==> config.mk <==
export PLATFORM = sky130hd
export DESIGN_NAME = imv_core
export DESIGN_NICKNAME = d
export VERILOG_FILES = /design/src/design/imv_pkg.sv /design/src/design/imv_core.sv
export SDC_FILE = /design/constraint.sdc
export NUM_CORES = 1
export LEC_CHECK = 0
export BUFFER_PORTS_ARGS = -buffer_cell sky130_fd_sc_hd__buf_4
export CAP_MARGIN = 20
export CORE_MARGIN = 2
export CORE_UTILIZATION = 30
export CTS_CLUSTER_SIZE = 30
export DETAILED_ROUTE_END_ITERATION = 7
export PLACE_DENSITY = 0.53
export SLEW_MARGIN = 20
export SYNTH_ARGS = -nofsm -noshare
export SYNTH_HDL_FRONTEND = slang
export SYNTH_SLANG_ARGS = --single-unit
==> constraint.sdc <==
create_clock -name clk_i -period 6.9 [get_ports clk_i]
set_input_delay 0.69 -clock clk_i [delete_from_list [all_inputs] [get_ports clk_i]]
set_output_delay 0.69 -clock clk_i [all_outputs]
set_load 0.01 [all_outputs]
==> src/design/imv_pkg.sv <==
/*
 * Shared constants for the indirect and literal move executor: instruction
 * field layout, opcode patterns, reset values and pointer update modes.
 * Assumes a 14-bit instruction word and an 8-bit data path.
 */
package imv_pkg;

   // ****************************************************************
   // Widths
   // ****************************************************************
   localparam int INSTR_W = 14;
   localparam int DATA_W = 8;
   localparam int PTR_W = 16;
   localparam int BANK_W = 5;
   localparam int PAGE_W = 7;
   localparam int FILE_W = 7;
   localparam int OFFS_W = 6;

   // ****************************************************************
   // Opcode patterns, compared against the top bits of the word
   // ****************************************************************
   localparam logic [5:0] OP_LIT_ACC = 6'h30;       // Bits 13:8
   localparam logic [6:0] OP_LIT_PAGE = 7'h63;      // Bits 13:7
   localparam logic [8:0] OP_LIT_BANK = 9'h001;     // Bits 13:5
   localparam logic [6:0] OP_STORE_ACC = 7'h01;     // Bits 13:7
   localparam logic [10:0] OP_IND_MODE = 11'h002;   // Bits 13:3
   localparam logic [6:0] OP_IND_OFFS = 7'h7E;      // Bits 13:7

   // ****************************************************************
   // Field positions
   // ****************************************************************
   localparam int IND_MODE_SEL_BIT = 2;
   localparam int IND_OFFS_SEL_BIT = 6;

   // ****************************************************************
   // Reset values
   // ****************************************************************
   localparam logic [DATA_W-1:0] ACC_RST = 8'h00;
   localparam logic [BANK_W-1:0] BANK_RST = 5'h00;
   localparam logic [PAGE_W-1:0] PAGE_RST = 7'h00;
   localparam logic [PTR_W-1:0] PTR_RST = 16'h0000;

   // Pointer update modes
   typedef enum logic [1:0] {
      MODE_PRE_INC = 2'b00,
      MODE_PRE_DEC = 2'b01,
      MODE_POST_INC = 2'b10,
      MODE_POST_DEC = 2'b11
   } imv_mode_e;

   // Executor states
   typedef enum logic [1:0] {
      ST_IDLE = 2'b00,
      ST_READ = 2'b01,
      ST_CAPT = 2'b10
   } imv_state_e;

endpackage

==> src/design/imv_core.sv <==
/*
 * Executor for the indirect load, literal loads and accumulator store.
 * Assumes a data memory on the same clock that returns read data in the
 * cycle after the read strobe, and a fetch unit that honours ready.
 */
`timescale 1ns/100ps
module imv_core
   import imv_pkg::*;
(
   // Clock and reset
   input wire logic clk_i,
   input wire logic reset_n_i,
   // Instruction stream
   input wire logic instr_valid_i,
   input wire logic [INSTR_W-1:0] instr_i,
   output logic instr_ready_o,
   // Data memory port
   output logic [PTR_W-1:0] mem_addr_o,
   output logic mem_rd_o,
   output logic mem_wr_o,
   output logic [DATA_W-1:0] mem_wdata_o,
   input wire logic [DATA_W-1:0] mem_rdata_i,
   // Architectural state
   output logic [DATA_W-1:0] accumulator_o,
   output logic zero_flag_o,
   output logic [BANK_W-1:0] bank_select_reg_o,
   output logic [PAGE_W-1:0] program_counter_high_latch_o,
   output logic [PTR_W-1:0] file_select_pointer0_o,
   output logic [PTR_W-1:0] file_select_pointer1_o
);

   // ****************************************************************
   // State
   // ****************************************************************
   imv_state_e state_r, state_nxt;
   logic [DATA_W-1:0] acc_r, acc_nxt;
   logic zero_r, zero_nxt;
   logic [BANK_W-1:0] bank_r, bank_nxt;
   logic [PAGE_W-1:0] page_r, page_nxt;
   logic [PTR_W-1:0] ptr_r [2];
   logic [PTR_W-1:0] ptr_nxt [2];
   logic [PTR_W-1:0] addr_r, addr_nxt;
   logic rd_r, rd_nxt;
   logic wr_r, wr_nxt;
   logic [DATA_W-1:0] wdata_r, wdata_nxt;

   // ****************************************************************
   // Decode
   // ****************************************************************
   logic take;
   logic is_lit_acc, is_lit_page, is_lit_bank, is_store, is_ind_mode, is_ind_offs;
   logic ind_sel;
   logic [PTR_W-1:0] ind_ptr, ptr_inc, ptr_dec, offs_ext;
   imv_mode_e ind_mode;

   // New work only enters while no indirect read is in flight
   assign instr_ready_o = (state_r == ST_IDLE);
   assign take = instr_valid_i && instr_ready_o;

   // Opcode matches; unmatched words are ignored and leave all state alone
   assign is_lit_acc = (instr_i[13:8] == OP_LIT_ACC);
   assign is_lit_page = (instr_i[13:7] == OP_LIT_PAGE);
   assign is_lit_bank = (instr_i[13:5] == OP_LIT_BANK);
   assign is_store = (instr_i[13:7] == OP_STORE_ACC);
   assign is_ind_mode = (instr_i[13:3] == OP_IND_MODE);
   assign is_ind_offs = (instr_i[13:7] == OP_IND_OFFS);

   // Pointer select and mode fields
   assign ind_sel = is_ind_offs ? instr_i[IND_OFFS_SEL_BIT] : instr_i[IND_MODE_SEL_BIT];
   assign ind_mode = imv_mode_e'(instr_i[1:0]);
   assign ind_ptr = ptr_r[ind_sel];

   // Plain 16-bit arithmetic, so both directions wrap for free
   assign ptr_inc = ind_ptr + 16'h0001;
   assign ptr_dec = ind_ptr - 16'h0001;
   assign offs_ext = {{(PTR_W-OFFS_W){instr_i[OFFS_W-1]}}, instr_i[OFFS_W-1:0]};

   // ****************************************************************
   // Next-state logic
   // ****************************************************************
   always_comb begin
      state_nxt = state_r;
      acc_nxt = acc_r;
      zero_nxt = zero_r;
      bank_nxt = bank_r;
      page_nxt = page_r;
      ptr_nxt[0] = ptr_r[0];
      ptr_nxt[1] = ptr_r[1];
      addr_nxt = addr_r;
      rd_nxt = 1'b0;
      wr_nxt = 1'b0;
      wdata_nxt = wdata_r;
      unique case (state_r)
         ST_IDLE: begin
            if (take && is_lit_acc) begin
               acc_nxt = instr_i[DATA_W-1:0];
            end else if (take && is_lit_page) begin
               page_nxt = instr_i[PAGE_W-1:0];
            end else if (take && is_lit_bank) begin
               bank_nxt = instr_i[BANK_W-1:0];
            end else if (take && is_store) begin
               // Banked address: bank above the 7-bit file operand
               addr_nxt = PTR_W'({bank_r, instr_i[FILE_W-1:0]});
               wdata_nxt = acc_r;
               wr_nxt = 1'b1;
            end else if (take && is_ind_offs) begin
               addr_nxt = ind_ptr + offs_ext;
               rd_nxt = 1'b1;
               state_nxt = ST_READ;
            end else if (take && is_ind_mode) begin
               unique case (ind_mode)
                  MODE_PRE_INC: addr_nxt = ptr_inc;
                  MODE_PRE_DEC: addr_nxt = ptr_dec;
                  MODE_POST_INC: addr_nxt = ind_ptr;
                  MODE_POST_DEC: addr_nxt = ind_ptr;
               endcase
               // Both increments end at +1, both decrements at -1
               ptr_nxt[ind_sel] = ind_mode[0] ? ptr_dec : ptr_inc;
               rd_nxt = 1'b1;
               state_nxt = ST_READ;
            end
         end
         ST_READ: begin
            state_nxt = ST_CAPT;
         end
         ST_CAPT: begin
            // Data arrives the cycle after the strobe
            acc_nxt = mem_rdata_i;
            zero_nxt = (mem_rdata_i == '0);
            state_nxt = ST_IDLE;
         end
         default: begin
            state_nxt = ST_IDLE;
         end
      endcase
   end

   // ****************************************************************
   // Registers
   // ****************************************************************
   always_ff @(posedge clk_i or negedge reset_n_i) begin
      if (!reset_n_i) begin
         state_r <= ST_IDLE;
         acc_r <= ACC_RST;
         zero_r <= 1'b0;
         bank_r <= BANK_RST;
         page_r <= PAGE_RST;
         ptr_r[0] <= PTR_RST;
         ptr_r[1] <= PTR_RST;
         addr_r <= PTR_RST;
         rd_r <= 1'b0;
         wr_r <= 1'b0;
         wdata_r <= ACC_RST;
      end else begin
         state_r <= state_nxt;
         acc_r <= acc_nxt;
         zero_r <= zero_nxt;
         bank_r <= bank_nxt;
         page_r <= page_nxt;
         ptr_r[0] <= ptr_nxt[0];
         ptr_r[1] <= ptr_nxt[1];
         addr_r <= addr_nxt;
         rd_r <= rd_nxt;
         wr_r <= wr_nxt;
         wdata_r <= wdata_nxt;
      end
   end

   // Outputs straight from flip-flops
   assign mem_addr_o = addr_r;
   assign mem_rd_o = rd_r;
   assign mem_wr_o = wr_r;
   assign mem_wdata_o = wdata_r;
   assign accumulator_o = acc_r;
   assign zero_flag_o = zero_r;
   assign bank_select_reg_o = bank_r;
   assign program_counter_high_latch_o = page_r;
   assign file_select_pointer0_o = ptr_r[0];
   assign file_select_pointer1_o = ptr_r[1];

   // ****************************************************************
   // Checks
   // ****************************************************************
   a_ind_load_acc: assert property (@(posedge clk_i) disable iff (!reset_n_i)
      mem_rd_o |-> ##2 (accumulator_o == $past(mem_rdata_i)
                        && zero_flag_o == ($past(mem_rdata_i) == 8'h00)))
      else $error("indirect load did not land in accumulator");

   a_ind_offs_addr: assert property (@(posedge clk_i) disable iff (!reset_n_i)
      (take && is_ind_offs) |=> mem_rd_o && (mem_addr_o == $past(ind_ptr + offs_ext))
                                && (ptr_r[0] == $past(ptr_r[0])) && (ptr_r[1] == $past(ptr_r[1])))
      else $error("relative address or pointer hold wrong");

   a_pre_inc_addr: assert property (@(posedge clk_i) disable iff (!reset_n_i)
      (take && is_ind_mode && instr_i[1:0] == 2'b00) |=>
         mem_addr_o == $past(ind_ptr) + 16'h0001 && mem_addr_o == ptr_r[$past(ind_sel)])
      else $error("pre-increment address wrong");

   a_post_dec_ptr: assert property (@(posedge clk_i) disable iff (!reset_n_i)
      (take && is_ind_mode && instr_i[1:0] == 2'b11) |=>
         mem_addr_o == $past(ind_ptr) && ptr_r[$past(ind_sel)] == mem_addr_o - 16'h0001)
      else $error("post-decrement pointer wrong");

   a_ptr_wrap_top: assert property (@(posedge clk_i) disable iff (!reset_n_i)
      (take && is_ind_mode && !instr_i[0] && ind_ptr == 16'hFFFF) |=>
         ptr_r[$past(ind_sel)] == 16'h0000)
      else $error("pointer did not wrap at top");

   a_bank_load: assert property (@(posedge clk_i) disable iff (!reset_n_i)
      (take && is_lit_bank) |=> bank_select_reg_o == $past(instr_i[4:0]) && $stable(zero_flag_o))
      else $error("bank literal not loaded");

   a_page_load: assert property (@(posedge clk_i) disable iff (!reset_n_i)
      (take && is_lit_page) |=> program_counter_high_latch_o == $past(instr_i[6:0])
                                && $stable(zero_flag_o))
      else $error("page literal not loaded");

   a_acc_literal: assert property (@(posedge clk_i) disable iff (!reset_n_i)
      (take && is_lit_acc) |=> accumulator_o == $past(instr_i[7:0]) && instr_ready_o
                               && $stable(zero_flag_o))
      else $error("accumulator literal not one cycle");

   a_store_write: assert property (@(posedge clk_i) disable iff (!reset_n_i)
      (take && is_store) |=> mem_wr_o && mem_wdata_o == $past(acc_r)
                             && mem_addr_o[6:0] == $past(instr_i[6:0]) && instr_ready_o
                             ##1 !mem_wr_o || $past(take && is_store))
      else $error("store did not write accumulator");

endmodule // imv_core

=== Word level (Yosys, flattened, before mapping) ===
Cells that the tools add are included.

* Memory bits (read-only): 0
* Output and inout port bits: 80
* Memories kept: 0
* Memory bits (writable): 0
* Bits in registers: 81
* Bits in latches: 0
* Logic and storage cells: 93

* Muxes and demuxes: 33
* Eq/ne operators: 17
* Bitwise gates (word level): 6
* $mul: 0
* Divide/modulo/power cells: 0
* Shifts and indexed selects: 0
* Reductions and logical operators: 21
* Order comparisons: 2
* Add/sub/neg operators: 3

{| class="wikitable"
|+ Operator list
! cell !! count
|-
| 16-bit two-way mux || 8
|-
| 16-bit case mux with 3 select lines || 1
|-
| 32-bit bitwise mux || 1
|-
| 16-bit by 1-bit adder with 16-bit output, second input constant || 1
|-
| 16-bit adder || 1
|-
| 16-bit demux with 1-bit select || 1
|-
| 8-bit case mux with 2 select lines || 1
|-
| 16-bit by 1-bit subtractor with 16-bit output, second input constant || 1
|-
| 5-bit AND reduction || 3
|-
| 7-bit equality test, second input constant || 2
|-
| 1-bit two-way mux || 13
|-
| 2-bit two-way mux || 6
|-
| 11-bit by 2-bit equality test with 1-bit output, second input constant || 1
|-
| 9-bit by 1-bit equality test with 1-bit output, second input constant || 1
|-
| 1-bit logical AND || 8
|-
| 8-bit logical NOT || 1
|-
| 8-bit two-way mux || 1
|-
| 2-bit != test, second input constant || 4
|-
| 7-bit by 1-bit equality test with 1-bit output, second input constant || 1
|-
| 7-bit AND reduction || 1
|-
| 2-bit equality test, second input constant || 3
|-
| 6-bit equality test, second input constant || 1
|-
| 1-bit NOT || 5
|-
| 2-bit by 1-bit equality test with 1-bit output, second input constant || 2
|-
| other kinds (13) || 14
|}

=== Longest topological paths before layout ===
* Depth in word-level cells: 11
* Gate-level depth with buffers: 17
* Gate-level depth less buffers: 16

=== Least setup slack after synthesis ===
OpenSTA, ideal clock, no wires.

* Path kind: input-to-reg
* Start: in instr_i[7]
* End: reg addr_r[14], in the netlist mem_addr_o[14]
* Required time: 6.776 ns
* Cell stages on the path: 16
* Arrival time: 3.770 ns
* Path slack: 3.006 ns
* Cells stage by stage: and4b_4 > a21boi_1 > nor2_1 > mux2i_1 > inv_1 > ha_1 > inv_1 > fa_1 > nand2b_1 > a21oi_1 > o41ai_1 > and3_1 > o41ai_1 > xnor2_1 > o221ai_1 > or2_1

* Longest elaborated chain between the ends: 11
* Elaborated cells on any way between the ends: 26

{| class="wikitable"
|+ RTL lines
! what !! RTL line !! RTL
|-
| start, declared || imv_core.sv:15 || <nowiki>input wire logic [INSTR_W-1:0] instr_i,</nowiki>
|-
| 7-bit equality test || imv_core.sv:66 || <nowiki>assign is_ind_offs = (instr_i[13:7] == OP_IND_OFFS);</nowiki>
|-
| 1-bit two-way mux || imv_core.sv:69 || <nowiki>assign ind_sel = is_ind_offs ? instr_i[IND_OFFS_SEL_BIT] : instr_i[IND_MODE_SEL_BIT];</nowiki>
|-
| 1-bit NOT with 2-bit output (implied by the code) || imv_core.sv:71 || <nowiki>assign ind_ptr = ptr_r[ind_sel];</nowiki>
|-
| 16-bit two-way mux (implied by the code) (3 in a row) || imv_core.sv:71 ||
|-
| 16-bit by 1-bit subtractor with 16-bit output or 16-bit by 1-bit adder with 16-bit output (tied branches) || imv_core.sv:75, imv_core.sv:74 ||
|-
| 16-bit case mux with 3 select lines || imv_core.sv:111 || <nowiki>unique case (ind_mode)</nowiki>
|-
| 16-bit two-way mux || imv_core.sv:110 || <nowiki>end else if (take && is_ind_mode) begin</nowiki>
|-
| 16-bit two-way mux || imv_core.sv:106 || <nowiki>end else if (take && is_ind_offs) begin</nowiki>
|-
| 16-bit two-way mux || imv_core.sv:101 || <nowiki>end else if (take && is_store) begin</nowiki>
|-
| end signal, assigned || imv_core.sv:162 || <nowiki>addr_r <= addr_nxt;</nowiki>
|-
| end, declared || imv_core.sv:42 || <nowiki>logic [PTR_W-1:0] addr_r, addr_nxt;</nowiki>
|}

Several ways; a longest one is shown, not always the timed one. The select of a mux whose other input is x is not followed.
A chain may end at the register's enable or synchronous reset.

=== Final worst setup path ===
* Start: in instr_i[8]
* End: reg addr_r[14], in the netlist mem_addr_o[14]

Same word-level chain as after synthesis.

==> flow_metrics.env <==
export IMPL_place_congestion=0.895
export IMPL_slew_violations=0
export IMPL_synth_cells=683
export IMPL_rrSetupSlack_ps=3600
export IMPL_grt_pass1_wl_microns=29300
export IMPL_crit_fanout=14
export IMPL_ys_flop_type="dfrtp_1"
export IMPL_grt_antenna_before_repair=0
export IMPL_initial_core_util_pct=30.7
export IMPL_fmax_mhz=227
export IMPL_dp_cells=987
export IMPL_synth_cell_area_sq_um=5760
export IMPL_yosysWarnings=0
export IMPL_boundaryPins=105
export IMPL_drc_errors=0
export IMPL_synth_simple_gate_area_share_pct=25.0
export IMPL_path_class="in -> reg"
export IMPL_clock_latency_ps=360
export IMPL_synth_area_top_cells="dfrtp_1 (35%), nand2_1 (6.7%), a21oi_1 (3.9%)"
export IMPL_critPathCaptureType="flop"
export IMPL_p_leak_nw=3.26
export IMPL_max_slew_worst_pin_slew_ps=962
export IMPL_synthMuxAreaShare_pct=3.87
export IMPL_power_density_nw_per_um2=184
export IMPL_synth_top_area_cell="dfrtp_1"
export IMPL_netlist_area_leader_share_pct=35.2
export IMPL_hold_slack_ps=262
export IMPL_hold_buffers=0
export IMPL_drt_vias_per_instance=5.42
export IMPL_synth_top_family_by_area="simple AND/OR/NAND/NOR gates"
export IMPL_place_ws_ps=2170
export IMPL_hold_path_class="in -> async"
export IMPL_cp_start_kind="primary input"
export IMPL_period_minus_slack_ps=4400
export IMPL_post_cts_setup_buffer_count=0
export IMPL_routed_wl_microns=19200
export IMPL_synth_area_per_cell_sq_um=8.43
export IMPL_final_hold_viol_count=0
export IMPL_skew_ps=11.8
export IMPL_diodes=0
export IMPL_fillers=1995
export IMPL_synth_common_cells="nand2_1 (102), dfrtp_1 (81), nor2_1 (49)"
export IMPL_grt_max_degree=51
export IMPL_io_buffer_count=104
export IMPL_outcome="finished, final reports clean"
export IMPL_htree_levels=3
export IMPL_die_w_microns=143
export IMPL_synth_seq_area_share_pct=35.2
export IMPL_synth_xor_area_share_pct=5.02
export IMPL_clockBufferDepth=2
export IMPL_syn_to_final_growth_pct=21.5
export IMPL_final_layout_size_suffix_gt1_share_pct=20.8
export IMPL_regArea_sq_um=2030
export IMPL_rows=50
export IMPL_clockRootBuffer="clkbuf_16"
export IMPL_dpl_hpwl_microns=14400
export IMPL_wl_per_cell_microns=19.2
export IMPL_async_reset_ff_share_pct=100
export IMPL_synth_compound_area_share_pct=21.5
export IMPL_fin_setup_tns_ps=0
export IMPL_power_internal_w=0.000908
export IMPL_synth_nets=726
export IMPL_gr_total_overflow=0
export IMPL_rsz0062_at_grt="no"
export IMPL_die_y_microns=143
export IMPL_swShare_pct=29.6
export IMPL_ys_seq_elements=81
export IMPL_p_sw_w=0.000382
export IMPL_synth_edf_count=0
export IMPL_ant_nets=0
export IMPL_multi_input_area_sq_um=3430
export IMPL_stdcell_count=1003
export IMPL_setup_violations=0
export IMPL_critPathArrivalTime_ps=4650
export IMPL_synth_most_common_cell="nand2_1"
export IMPL_synth_cell_types=89
export IMPL_seqPwrFrac_pct=41.9
export IMPL_grt_pass1_vias=5032
export IMPL_cts_sinks=81
export IMPL_finalCritPeriodShare_pct=63.8
export IMPL_clkTransAtPathRegs_ps=70
export IMPL_ctsResizeCount=0
export IMPL_cts_buffers=9
export IMPL_p_clk_share_pct=40.3
export IMPL_nets=807
export IMPL_cts_tree="built"
export IMPL_coreArea_sq_um=18800
export IMPL_synth_fa_ha_area_share_pct=4.04
export IMPL_maxSlewHeadroom_pct=35.7
export IMPL_pwr_share_comb_pct=17.8
export IMPL_num_vias=5433
export IMPL_drt_pass1_iter_count=5
export IMPL_track_usage_pct=18.9
export IMPL_dr_first_iter_drc_count=358
export IMPL_final_setup_worst_slack_ps=2500
export IMPL_peakVddDrop_uv=116
export IMPL_dieArea_sq_um=20300
export IMPL_cp_required_ps=7150
export IMPL_maxCapViolCount=0
==> cell type report <==
class / count / area share [%]
flip-flops and latches: 81 / 29.0
multi-input cells: 534 / 49.1
clock buffers: 9 / 3.22
clock inverters: 7 / 1.22
well taps: 234 / 4.19
repair buffers: 110 / 11.8
inverters: 28 / 1.50
==> cells in the final DEF, fill, tap and decap left out, drive strengths merged, types with 4 or more instances in the layout <==
cell type  count
nand3         21
mux2i         11
nor2          50
o21a           4
nand2        103
clkinv         7
nand4         11
o22ai          6
a211o          9
mux2          10
o211ai         4
nor4           9
and3           7
a31oi          5
buf          110
and2          11
or4            4
a21oi         47
dfrtp         81
o2111ai        5
o21ai         41
a2111oi        4
clkbuf         9
nor3          17
a22o           8
nand2b        26
a32oi          4
xor2           8
inv           27
a211oi         7
o32ai          4
ha            17
xnor2         25
==> power by group through the flow <==
stage	Sequential (W)	Clock, W	Combinational [W]
after detailed placement	0.000550	0	0.000231
after global routing	0.000545	0.000549	0.000252
after floorplan	0.000560	0	0.000102
after CTS	0.000541	0.000533	0.000233
final	0.000540	0.000520	0.000229
after global placement	0.000549	0	0.000231
==> registers in the layout, indices dropped and copies added, names as in the netlist, 2 cells and up <==
signal and flops:
accumulator_o 8, bank_select_reg_o 5, file_select_pointer0_o 16, file_select_pointer1_o 16, mem_addr_o 16, mem_wdata_o 8, program_counter_high_latch_o 7, state_r 2
==> metal layers <==
layer | GRT usage, % | part of all wire (%) | up-vias
li1 | - | - | 2636
met1 | 27.4 | 48 | 2606
met2 | 28.9 | 45 | 167
met3 | 2.96 | 4.9 | 24
met4 | 5.52 | 1.6 | 0
met5 | 0 | 0 | -
==> per-stage QoR <==
stage	power (W)	area, sq um	utilization (%)
after global placement	0.000780	6680	35.6
after detailed placement	0.000781	6680	35.6
final	0.00129	6990	37.3
after CTS	0.00131	6990	37.3
after global routing	0.00135	6990	37.3
after floorplan	0.000662	5760	-
==> worst max-delay path, cell delays in order <==
cell and delay (ps):
buf_4 90, and3_1 530, a21boi_1 270, nor2_1 400
mux2i_1 230, inv_1 120, ha_1 200, inv_1 70
fa_1 370, nand2b_1 180, a21oi_1 240, o41ai_1 110
and3_1 190, o41ai_1 380, xnor2_1 190, o221ai_1 140
or2_1 230
==> kinds of logic after synthesis <==
logic type / after synthesis
adder cells (fa/ha/maj): 18
flip-flops: 81
XOR/XNOR: 33
AND/OR/NAND/NOR: 282
multiplexers: 21
buffers and inverters: 68
AO/OA/AOI/OAI: 180
==> final timing paths <==
| check | from | to | depth (start not counted) |
|---|---|---|---|
| min in group clk_i | state_r[1]$_DFFE_PN0P_ | state_r[1]$_DFFE_PN0P_ | 1 |
| worst max register to register | file_select_pointer0_o[4]$_DFFE_PN0P_ | mem_addr_o[14]$_DFFE_PN0P_ | 13 |
| worst min register to register | state_r[1]$_DFFE_PN0P_ | state_r[1]$_DFFE_PN0P_ | 1 |
| worst max-delay path | instr_i[8] | mem_addr_o[14]$_DFFE_PN0P_ | 17 |
| worst min-delay path | reset_n_i | file_select_pointer0_o[10]$_DFFE_PN0P_ | 1 |
| max in group asynchronous | reset_n_i | mem_addr_o[15]$_DFFE_PN0P_ | 2 |
Note: power is estimated with default switching activity, not from simulation.
